===== config.mk =====
export PLATFORM = sky130hd
export DESIGN_NAME = ilc_immediate_alu
export DESIGN_NICKNAME = d
export VERILOG_FILES = /design/src/core/ilc_immediate_alu.v
export VERILOG_INCLUDE_DIRS = /design/src /design/src/core
export SDC_FILE = /design/constraint.sdc
export NUM_CORES = 1
export LEC_CHECK = 0
export ABC_AREA = 1
export BUFFER_PORTS_ARGS = -buffer_cell sky130_fd_sc_hd__buf_2
export CORE_MARGIN = 2
export CORE_UTILIZATION = 40
export DETAILED_ROUTE_END_ITERATION = 8
export PLACE_DENSITY = 0.66
export SYNTH_ARGS = -nofsm -noshare
export SYNTH_HDL_FRONTEND = slang
export SYNTH_SLANG_ARGS = --single-unit

===== constraint.sdc =====
create_clock -name clk -period 4.25 [get_ports clk]
set_input_delay 1.0625 -clock clk [delete_from_list [all_inputs] [get_ports clk]]
set_output_delay 1.0625 -clock clk [all_outputs]
set_load 0.02 [all_outputs]

===== src/core/ilc_immediate_alu_map.vh =====
// Opcode encodings, operation codes and state counts for the immediate ALU.
`ifndef ILC_IMMEDIATE_ALU_MAP_VH
`define ILC_IMMEDIATE_ALU_MAP_VH

// First bytes of the accumulator forms and the two prefix bytes.
`define ILC_OPC_AND_ACC 8'h07
`define ILC_OPC_OR_ACC 8'h17
`define ILC_OPC_XOR_ACC 8'h16
`define ILC_OPC_GT_ACC 8'h27
`define ILC_OPC_LT_ACC 8'h37
`define ILC_PFX_GEN 8'h74
`define ILC_PFX_SPEC 8'h64

// Operation field of the second byte, shared by general and special forms.
`define ILC_FN_AND 4'h1
`define ILC_FN_XOR 4'h2
`define ILC_FN_OR 4'h3
`define ILC_FN_GT 4'h5
`define ILC_FN_LT 4'h7

// Internal operation codes.
`define ILC_OP_AND 3'h0
`define ILC_OP_OR 3'h1
`define ILC_OP_XOR 3'h2
`define ILC_OP_GT 3'h3
`define ILC_OP_LT 3'h4

// Operand targets.
`define ILC_TGT_ACC 2'h0
`define ILC_TGT_GEN 2'h1
`define ILC_TGT_SPEC 2'h2

// Index of the accumulator among the general registers.
`define ILC_ACC_INDEX 3'h1

// State counts, executed and skipped.
`define ILC_ST_ACC 5'h07
`define ILC_ST_GEN 5'h0b
`define ILC_ST_SPEC_LOGIC 5'h14
`define ILC_ST_SPEC_CMP 5'h0e
`define ILC_ST_SKIP_2B 5'h07
`define ILC_ST_SKIP_3B 5'h0b

`endif


===== src/core/ilc_immediate_alu.v =====
// Immediate logic and compare execution datapath with its register files.
`timescale 1ns/1ns
`default_nettype none
`include "ilc_immediate_alu_map.vh"

// Overview of operation
// RULE1 - 3-bit selector picks V,A,B,C,D,E,H,L
// RULE2 - 4-bit special selector, only listed codes valid
// RULE3 - AND general register with byte three, 11 states
// RULE4 - AND special register with byte three, 20 states
// RULE5 - OR accumulator with byte two, 7 states
// RULE6 - OR general 11 states, special 20 states
// RULE7 - XOR accumulator, general or special register
// RULE8 - Logic ops: zero from result, clear skip, chain
// RULE9 - Accumulator greater-than: A-byte-1, skip if no borrow
// RULE10 - Register greater-than, general 11, special 14 states
// RULE11 - Accumulator less-than: skip when borrow, 7 states
// RULE12 - General less-than: skip on borrow, 11 states
// RULE13 - Compares update zero, skip, half-carry, carry
// RULE14 - Decode prefixes 74h and 64h with operation field
// RULE15 - AND accumulator with byte two, same flags
// RULE16 - Skipped instruction costs the parenthesised count
module ilc_immediate_alu (
  input wire clk,
  input wire arst_n,
  input wire instValid,
  input wire [7:0] instByte1,
  input wire [7:0] instByte2,
  input wire [7:0] instByte3,
  input wire rdSpecial,
  input wire [3:0] rdSel,
  output reg busy,
  output reg done,
  output reg illegalOp,
  output reg [7:0] rdData,
  output reg zeroFlag,
  output reg branchOverFlag,
  output reg halfCarryFlag,
  output reg carryFlag,
  output reg chainedLoadFlagOne,
  output reg chainedLoadFlagZero
);

  localparam [1:0] ST_IDLE = 2'b01;
  localparam [1:0] ST_EXEC = 2'b10;

  reg [1:0] state;
  reg [4:0] cnt;
  reg [7:0] gpr [0:7];
  reg [7:0] spr [0:15];
  reg pendWrite;
  reg pendSkipped;
  reg pendCompare;
  reg [1:0] pendTarget;
  reg [3:0] pendSel;
  reg [7:0] pendData;
  reg pendZero;
  reg pendSkipCond;
  reg pendHalf;
  reg pendCarry;

  reg decOk;
  reg [2:0] decOp;
  reg [1:0] decTarget;
  reg [3:0] decSel;
  reg [7:0] operand;
  reg [7:0] imm;
  reg [7:0] logicRes;
  reg [9:0] subRes;
  reg [4:0] decStates;
  integer i;

  //////////////////////////////////////////////////////////////////////////
  // Special selector codes that name a register.
  function specValid;
    input [3:0] code;
    begin
      case (code)
        4'h4, 4'ha, 4'hc, 4'he, 4'hf: specValid = 1'b0;
        default: specValid = 1'b1;
      endcase
    end
  endfunction

  // Returns {halfBorrow, borrow, difference} of a - b - extra.
  function [9:0] cmpSub;
    input [7:0] a;
    input [7:0] b;
    input extra;
    reg [8:0] full;
    reg [4:0] low;
    begin
      full = {1'b0, a} - {1'b0, b} - {8'h00, extra};
      low = {1'b0, a[3:0]} - {1'b0, b[3:0]} - {4'h0, extra};
      cmpSub = {low[4], full[8], full[7:0]};
    end
  endfunction

  // Maps the second-byte operation field onto an internal operation.
  function [3:0] fnDecode;
    input [3:0] fn;
    begin
      case (fn)
        `ILC_FN_AND: fnDecode = {1'b1, `ILC_OP_AND};
        `ILC_FN_OR: fnDecode = {1'b1, `ILC_OP_OR};
        `ILC_FN_XOR: fnDecode = {1'b1, `ILC_OP_XOR};
        `ILC_FN_GT: fnDecode = {1'b1, `ILC_OP_GT};
        `ILC_FN_LT: fnDecode = {1'b1, `ILC_OP_LT};
        default: fnDecode = 4'h0;
      endcase
    end
  endfunction

  //////////////////////////////////////////////////////////////////////////
  // Instruction decode and operand fetch.
  always @* begin
    decOk = 1'b0;
    decOp = `ILC_OP_AND;
    decTarget = `ILC_TGT_ACC;
    decSel = {1'b0, `ILC_ACC_INDEX};
    imm = instByte2;
    case (instByte1)
      `ILC_OPC_AND_ACC: begin
        decOk = 1'b1; // [RULE15]
        decOp = `ILC_OP_AND;
      end
      `ILC_OPC_OR_ACC: begin
        decOk = 1'b1; // [RULE5]
        decOp = `ILC_OP_OR;
      end
      `ILC_OPC_XOR_ACC: begin
        decOk = 1'b1; // [RULE7]
        decOp = `ILC_OP_XOR;
      end
      `ILC_OPC_GT_ACC: begin
        decOk = 1'b1; // [RULE9]
        decOp = `ILC_OP_GT;
      end
      `ILC_OPC_LT_ACC: begin
        decOk = 1'b1; // [RULE11]
        decOp = `ILC_OP_LT;
      end
      `ILC_PFX_GEN: begin
        {decOk, decOp} = instByte2[7] ? 4'h0
          : fnDecode(instByte2[6:3]); // [RULE14]
        decTarget = `ILC_TGT_GEN;
        decSel = {1'b0, instByte2[2:0]}; // [RULE1]
        imm = instByte3;
      end
      `ILC_PFX_SPEC: begin
        {decOk, decOp} = fnDecode(instByte2[6:3]); // [RULE14]
        decTarget = `ILC_TGT_SPEC;
        decSel = {instByte2[7], instByte2[2:0]};
        decOk = decOk & specValid(decSel); // [RULE2]
        imm = instByte3;
      end
      default: decOk = 1'b0;
    endcase
    if (decTarget == `ILC_TGT_SPEC) begin
      operand = spr[decSel];
    end else begin
      operand = gpr[decSel[2:0]];
    end
    case (decOp)
      `ILC_OP_OR: logicRes = operand | imm;
      `ILC_OP_XOR: logicRes = operand ^ imm;
      default: logicRes = operand & imm;
    endcase
    subRes = cmpSub(operand, imm, decOp == `ILC_OP_GT); // [RULE9] [RULE10]
    if (decTarget == `ILC_TGT_ACC) begin
      decStates = `ILC_ST_ACC;
    end else if (decTarget == `ILC_TGT_GEN) begin
      decStates = `ILC_ST_GEN; // [RULE3] [RULE6] [RULE12]
    end else if (decOp == `ILC_OP_GT || decOp == `ILC_OP_LT) begin
      decStates = `ILC_ST_SPEC_CMP; // [RULE10]
    end else begin
      decStates = `ILC_ST_SPEC_LOGIC; // [RULE4] [RULE6]
    end
    if (branchOverFlag) begin
      decStates = (decTarget == `ILC_TGT_ACC) ? `ILC_ST_SKIP_2B
        : `ILC_ST_SKIP_3B; // [RULE16]
    end
  end

  //////////////////////////////////////////////////////////////////////////
  // Sequencer, register files and flags.
  always @(posedge clk or negedge arst_n) begin
    if (!arst_n) begin
      state <= ST_IDLE;
      cnt <= 5'h00;
      busy <= 1'b0;
      done <= 1'b0;
      illegalOp <= 1'b0;
      rdData <= 8'h00;
      zeroFlag <= 1'b0;
      branchOverFlag <= 1'b0;
      halfCarryFlag <= 1'b0;
      carryFlag <= 1'b0;
      chainedLoadFlagOne <= 1'b0;
      chainedLoadFlagZero <= 1'b0;
      pendWrite <= 1'b0;
      pendSkipped <= 1'b0;
      pendCompare <= 1'b0;
      pendTarget <= `ILC_TGT_ACC;
      pendSel <= 4'h0;
      pendData <= 8'h00;
      pendZero <= 1'b0;
      pendSkipCond <= 1'b0;
      pendHalf <= 1'b0;
      pendCarry <= 1'b0;
      for (i = 0; i < 8; i = i + 1) begin
        gpr[i] <= 8'h00;
      end
      for (i = 0; i < 16; i = i + 1) begin
        spr[i] <= 8'h00;
      end
    end else begin
      done <= 1'b0;
      illegalOp <= 1'b0;
      rdData <= rdSpecial ? spr[rdSel] : gpr[rdSel[2:0]];
      case (state)
        ST_IDLE: begin
          if (instValid && !decOk) begin
            illegalOp <= 1'b1;
          end else if (instValid) begin
            state <= ST_EXEC;
            busy <= 1'b1;
            cnt <= decStates - 5'h01;
            pendSkipped <= branchOverFlag; // [RULE16]
            pendCompare <= (decOp == `ILC_OP_GT) || (decOp == `ILC_OP_LT);
            pendWrite <= (decOp != `ILC_OP_GT) && (decOp != `ILC_OP_LT);
            pendTarget <= decTarget;
            pendSel <= decSel;
            pendData <= logicRes;
            pendZero <= (decOp == `ILC_OP_GT || decOp == `ILC_OP_LT)
              ? (subRes[7:0] == 8'h00) : (logicRes == 8'h00);
            pendSkipCond <= (decOp == `ILC_OP_LT) ? subRes[8]
              : !subRes[8]; // [RULE9] [RULE10] [RULE11] [RULE12]
            pendHalf <= subRes[9];
            pendCarry <= subRes[8];
          end
        end
        ST_EXEC: begin
          if (cnt == 5'h01) begin
            state <= ST_IDLE;
            busy <= 1'b0;
            done <= 1'b1;
            if (pendSkipped) begin
              branchOverFlag <= 1'b0; // [RULE16]
            end else if (pendCompare) begin
              zeroFlag <= pendZero; // [RULE13]
              branchOverFlag <= pendSkipCond;
              halfCarryFlag <= pendHalf;
              carryFlag <= pendCarry;
              chainedLoadFlagOne <= 1'b0;
              chainedLoadFlagZero <= 1'b0;
            end else begin
              zeroFlag <= pendZero; // [RULE8]
              branchOverFlag <= 1'b0;
              chainedLoadFlagOne <= 1'b0;
              chainedLoadFlagZero <= 1'b0;
              if (pendWrite && pendTarget == `ILC_TGT_SPEC) begin
                spr[pendSel] <= pendData; // [RULE4] [RULE6] [RULE7]
              end else if (pendWrite) begin
                gpr[pendSel[2:0]] <= pendData; // [RULE3] [RULE5] [RULE7]
              end
            end
          end else begin
            cnt <= cnt - 5'h01;
          end
        end
        default: begin
          state <= ST_IDLE;
          busy <= 1'b0;
        end
      endcase
    end
  end

endmodule
`default_nettype wire


# [Word-level counts from Yosys, hierarchy flattened]
# Cells that the tools add are included.
[totals] reg_bits=235 out_inout_bits=17 elab_cells=184
[classes] add_sub_neg=6 magnitude_cmp=8 n_eq_ne=33 mux=56 n_bitwise=14 reduce_logical=23
[op_table] operator="$bwmux W128" n=1
[op_table] operator="$mux W8" n=13
[op_table] operator="$bmux W8 S4" n=2
[op_table] operator="$bwmux W64" n=1
[op_table] operator="$bmux W8 S3" n=2
[op_table] operator="$mux W5" n=7
[op_table] operator="$demux W8 S4" n=1
[op_table] operator="$demux W8 S3" n=1
[op_table] operator="$pmux W4 S5" n=1
[op_table] operator="$pmux W3 S6" n=1
[op_table] operator="$eq A4 B4 Y1 const B" n=4
[op_table] operator="$eq A8 B5 Y1 const B" n=2
[op_table] operator="$eq A8 B6 Y1 const B" n=2
[op_table] operator="$eq A8 B7 Y1 const B" n=2
[op_table] operator="$logic_not A8 Y1" n=2
[op_table] operator="$pmux W8 S2" n=1
[op_table] operator="$ge A5 B5 Y1 const B" n=3
[op_table] operator="$not A4 Y5" n=3
[op_table] operator="$mux W1" n=13
[op_table] operator="$eq A4 B3 Y1 const B" n=3
[op_table] operator="$ge A4 B4 Y1 const B" n=3
[op_table] operator="$mux W4" n=3
[op_table] operator="$not A3 Y4" n=3
[op_table] operator="$pmux W5 S2" n=1
[op_table] operator="41 further kinds" n=65

# [Logic depth before layout (Yosys ltp)]
[depth] word_depth=14 mapped_depth=31 depth_no_buf=29

# [Least setup slack after synthesis]
# OpenSTA, ideal clock, no wires.
[synth_path] kind="input to register" startpoint="input port instByte1[3]" endpoint="register pendSkipCond" t_arrival_ps=4451 required_ps=4123 path_slack_ps=-328 path_stages=28 path_buffers=3 cell_sequence="clkinv_1 -> nand2_2 -> nor2_4 -> nand2_4 -> nand2_8 -> nand2_4 -> buf_6 -> buf_6 -> buf_2 -> a21oi_1 -> o21ai_0 -> nand3_1 -> o21ai_0 -> o21ai_1 -> fa_1 -> inv_1 -> fa_1 -> inv_1 -> nor2_1 -> o21bai_1 -> a21oi_1 -> o21ai_0 -> a21oi_1 -> nor2_1 -> nor2_1 -> xor2_1 -> nor2_1 -> o21ai_0"
[synth_via] elab_chain_len=11
[synth_lines] item="from (decl)" line="ilc_immediate_alu.v:27" text="input wire [7:0] instByte1,"
[synth_lines] item="$eq A8 B7 Y1 (on tied branches)"
[synth_lines] item="$pmux W4 S2" line="ilc_immediate_alu.v:122" text="case (instByte1)"
[synth_lines] item="$not A4 Y5 (not written as such) / $not A3 Y4 (equally long branches)" line="ilc_immediate_alu.v:160, ilc_immediate_alu.v:162"
[synth_lines] item="$bmux W8 S4 / $bmux W8 S3 (equally long branches)" line="ilc_immediate_alu.v:160, ilc_immediate_alu.v:162"
[synth_lines] item="$mux W8 (on tied branches) (2 in a row)" line="ilc_immediate_alu.v:160, ilc_immediate_alu.v:162"
[synth_lines] item="$mux W8" line="ilc_immediate_alu.v:159" text="if (decTarget == `ILC_TGT_SPEC) begin"
[synth_lines] item="$sub A8 B8 Y9" line="ilc_immediate_alu.v:93" text="full = {1'b0, a} - {1'b0, b} - {8'h00, extra};"
[synth_lines] item="$sub A9 B1 Y9" line="ilc_immediate_alu.v:93"
[synth_lines] item="$logic_not A1 Y1" line="ilc_immediate_alu.v:238" text=": !subRes[8];"
[synth_lines] item="$mux W1" line="ilc_immediate_alu.v:237" text="pendSkipCond <= (decOp == `ILC_OP_LT) ? subRes[8]"
[synth_lines] item="to (signal assigned)" line="ilc_immediate_alu.v:237"
[synth_lines] item="to (decl)" line="ilc_immediate_alu.v:58" text="reg pendSkipCond;"
# Several ways; a longest one is shown, not always the timed one. The select of a mux whose other input is x is not followed.
# A chain may end at the register's enable or synchronous reset.

# [Worst setup path after layout]
[layout_path] startpoint="input port instByte1[0]" endpoint="register pendZero"
[layout_via] elab_chain_len=11
[layout_lines] item="$eq A8 B7 Y1 (on tied branches)"
[layout_lines] item="$pmux W4 S2" line="ilc_immediate_alu.v:122"
[layout_lines] item="$not A4 Y5 (not written as such) / $not A3 Y4 (equally long branches)" line="ilc_immediate_alu.v:160, ilc_immediate_alu.v:162"
[layout_lines] item="$bmux W8 S4 / $bmux W8 S3 (equally long branches)" line="ilc_immediate_alu.v:160, ilc_immediate_alu.v:162"
[layout_lines] item="$mux W8 (on tied branches) (2 in a row)" line="ilc_immediate_alu.v:160, ilc_immediate_alu.v:162"
[layout_lines] item="$mux W8" line="ilc_immediate_alu.v:159"
[layout_lines] item="$sub A8 B8 Y9 (tied with other cells)" line="ilc_immediate_alu.v:93"
[layout_lines] item="$sub A9 B1 Y9 / $pmux W8 S2 (equally long branches)" line="ilc_immediate_alu.v:93, ilc_immediate_alu.v:164"
[layout_lines] item="$logic_not A8 Y1" line="ilc_immediate_alu.v:236" text="? (subRes[7:0] == 8'h00) : (logicRes == 8'h00);"
[layout_lines] item="$mux W1" line="ilc_immediate_alu.v:235" text="pendZero <= (decOp == `ILC_OP_GT || decOp == `ILC_OP_LT)"
[layout_lines] item="to (signal assigned)" line="ilc_immediate_alu.v:235"
[layout_lines] item="to (decl)" line="ilc_immediate_alu.v:57" text="reg pendZero;"
# Several ways; a longest one is shown, not always the timed one. The select of a mux whose other input is x is not followed.

==> metrics.md <==
| Metric | Value |
|---|---|
| Layout cells sized above 1 | between 10% and 20% |
| Slew Viols, Final | 0 |
| Site row count | 67 |
| Synth Register Bits | ~230 |
| Routed wire length | between 40000 and 50000 um |
| R2R Path Start | spr[16] |
| Top Family by Delay on Critical Path | simple AND/OR/NAND/NOR gates |
| Commonest non-fill, non-tap cell in the layout | o21ai_0 |
| Fin util | a little under half |
| Status | completed |
| Largest net degree at the start of global routing | 87 |
| HPWL after DPL | between 20000 and 30000 um |
| Final #Nets | approximately 1900 |
| Initial antenna violation count | 0 |
| Setup WS post-layout | 0.1335 ns |
| CP bufs+invs | 6 |
| Power per cell area | between 300 and 400 nW/um2 |
| # fillers | approximately 3300 |
| FF-to-FF End | pendZero |
| Largest family of logic cells by synthesized area | compound AO/OA/AOI/OAI gates |
| Place WS | -0.6276 ns |
| WS Path Type | in2reg |
| Hold Path Origin | spr[72] |
| Post-Place Cells | around 2300 |
| Fin crit period | ~4.1 ns |
| Final period utilization | 96.86% |
| Antenna Nets Post-Route | 0 |
| Setup TNS | 0 ns |
| Antenna cells | 0 |
| Max Clk Rate | 0.2429 GHz |
| Rel. slew slack | about 27% |
| Total GRT Usage | 24.61% |
| M1 WL | 19270 um |
| Die ar. | 35350 um2 |
| Met2 wire len | 19880 um |
| # IOs | 49 |
| Inserted Clock Buffers | 26 |
| Max_cap viols | 0 |
| First DRT Iteration DRCs | 1309 |
| Post-synthesis cell area | 13540 um2 |
| Drt first pass iters | 6 |
| RePlAce Congestion | 0.9349 |
| Die Y | about 190 um |
| Clk_skew | roughly 0.03 ns |
| First-pass GRT wire length | 69110 um |
| Maximum buffer depth of the clock tree | 3 |
| Max stage delay on crit path | approximately 0.42 ns |
| Count of final setup violators | 0 |
| Initial Util | between 40% and 50% |
| Flop2flop setup slack | 0.94 ns |
| VDD IR max | 0.0003149 V |
| Hold buffers post-CTS | 0 |
| Mux contribution to synthesized area | less than 1% |
| Vias | around 13000 |
| Mean routed wirelength per cell | around 19 um |
| Post-Synthesis Cells | between 1500 and 2000 |
| Slowest-stage cell, CP | or4_4 |
| DRC Markers | 0 |
| Die Wd | between 150 and 200 um |
| Leakage power | 0.007080 uW |
| Share of async-settable or async-resettable flops after synthesis | 100.0% |
| Clock slew at reported path FFs | around 0.060 ns |
| Vias in the first global route | ~12000 |
| Max FO, Critical Path | 7 |
| Grt total ovfl | 0 |
| Worst hold endpoint | spr[72] |
| Area share of fa/ha/maj cells after synthesis | 3.159% |
| CTS tree | done |
| Setup crit end kind | flop |
| Max layer used | met4 |
| Min Hold Slack | around 0.48 ns |
| Worst slew pin tran | about 1.1 ns |
| Number of enable flip-flop cells after synthesis | 0 |
| Synth Area in XOR/XNOR | less than 1% |
| Hold Path Depth | 2 |
| Top FF cell, synth | dfrtp_1 |
| Worst EP required | 4.73 ns |
| Synth Area in Compound Gates | between 20% and 30% |
| Hold Violations, Final | 0 |
| Hold WC Path Type | reg2reg |
| CTS H-tree depth | 1 |
| Met3 WL | approximately 3000 um |
| Non-Filler Instances | approximately 2300 |
| Synth cell types | 52 |
| Most frequent cells in the layout | o21ai_0 (410), nand2_1 (349), dfrtp_1 (233), inv_1 (141), a21oi_1 (113) |
| Vias/cell | roughly 5.5 |
| Root Driver | clkbuf_16 |
| Core ar. | approximately 33000 um2 |
| Crit path DAT | 4.60 ns |
| Register area share after synthesis | roughly 43% |
| Port Buffers | 46 |
| Reg2reg path depth | 21 |
| CTS sink cnt | ~230 |
| P&R area growth vs syn | 18.32% |
| Startpoint types | primary input |
| Post-Syn Area per Cell | ~7.5 um2 |
| Syn. warnings | 0 |
| Post-Synth Simple-Gate Area | between 10% and 20% |
| Clock Latency Late Sink | roughly 0.57 ns |
-- synthesized netlist by cell type, types with 2 or more instances --
cell	number	area [um2]
a211oi_1	5	37.54
a21oi_1	116	580.6
a31oi_1	6	37.54
buf_1	4	15.01
buf_2	13	65.06
buf_4	6	45.04
buf_6	3	33.78
clkbuf_1	95	356.6
clkinv_1	4	15.01
dfrtp_1	233	5831
fa_1	2	40.04
ha_1	31	387.9
inv_1	146	548.0
inv_2	9	33.78
nand2_1	353	1325
nand2_2	10	62.56
nand2_4	5	56.30
nand3_1	91	455.4
nand3_2	2	20.02
nand3b_1	2	15.01
nand4_1	12	75.07
nor2_1	108	405.4
nor2_2	2	12.51
nor2_4	3	33.78
nor3_1	6	30.03
nor3_4	2	32.53
o2111ai_1	2	17.52
o211ai_1	55	412.9
o21a_1	3	22.52
o21ai_0	421	2107
o21ai_1	8	40.04
o21ai_2	2	17.52
o221ai_1	5	43.79
o22ai_1	4	25.02
o31ai_1	3	22.52
or2_2	10	62.56
xor2_1	5	43.79
-- area by class of cell --
type / instances / area (um2) / area share [%]
flip-flops and latches: 234 / 5857 / 36.55
inverters: 161 / 645.6 / 4.029
clock inverters: 10 / 145.1 / 0.9057
multi-input cells: 1287 / 6725 / 41.97
repair buffers: 171 / 1346 / 8.401
well taps: 448 / 560.5 / 3.498
clock buffers: 38 / 745.7 / 4.653
-- worst min-delay path, stage by stage (launching register included) --
cell,delay (ns)
dfrtp_1,0.34
nand2_1,0.05
o21ai_0,0.06
-- state kept, by name, summed over array words and instances, names as in the netlist, 2 cells and up --
name / cells
pendSel: 4
cnt: 5
spr: 128
pendTarget: 2
gpr: 64
rdData: 8
pendData: 8
-- per-layer routing --
metal / vias to the layer above / GRT usage (%)
met1: 6188 / 34.26
li1: 6223 / -
met5: - / 0
met3: 98 / 3.519
met4: 0 / 8.692
met2: 452 / 39.19
-- cell families after synthesis --
group	Yosys count
buffers and inverters	283
other	1
DFF	234
AOI/OAI and AO/OA	634
and+or+nand+nor	611
xor gates and xnor gates	5
adders and majority gates	33
muxes	1
-- timing repair --
item                       CTS  global route
cloned                       0             1
pin swaps                    0            24
setup endpoints to repair    2             3
resized for setup            2            40
setup buffers                0             7
-- report_power, final --
group	switching [uW]	total (uW)	internal (uW)
registers	48.8	2350	2300
clock network	955	2360	1400
logic	543	749	207
-- how the worst max path moves through the flow --
stage / from / to / slack (ns) / cells past startpoint
after floorplan: instByte1[1] / pendSkipCond / -0.16 / 28
after global placement: instByte1[1] / pendSkipCond / -0.57 / 30
after detailed placement: instByte1[1] / pendZero / -0.63 / 29
after CTS: instByte1[1] / pendZero / 0.0005 / 29
after global routing: instByte1[0] / pendZero / -0.05 / 29
final: instByte1[0] / pendZero / 0.13 / 29
-- stage by stage --
step                area [um2]  total power (uW)
CTS                      15810              5475
global route             16030              5687
global placement         14910              3103
finish                   16030              5456
floorplan                13630              2786
detailed placement       14910              3115
Note: power is estimated with default switching activity, not from simulation.
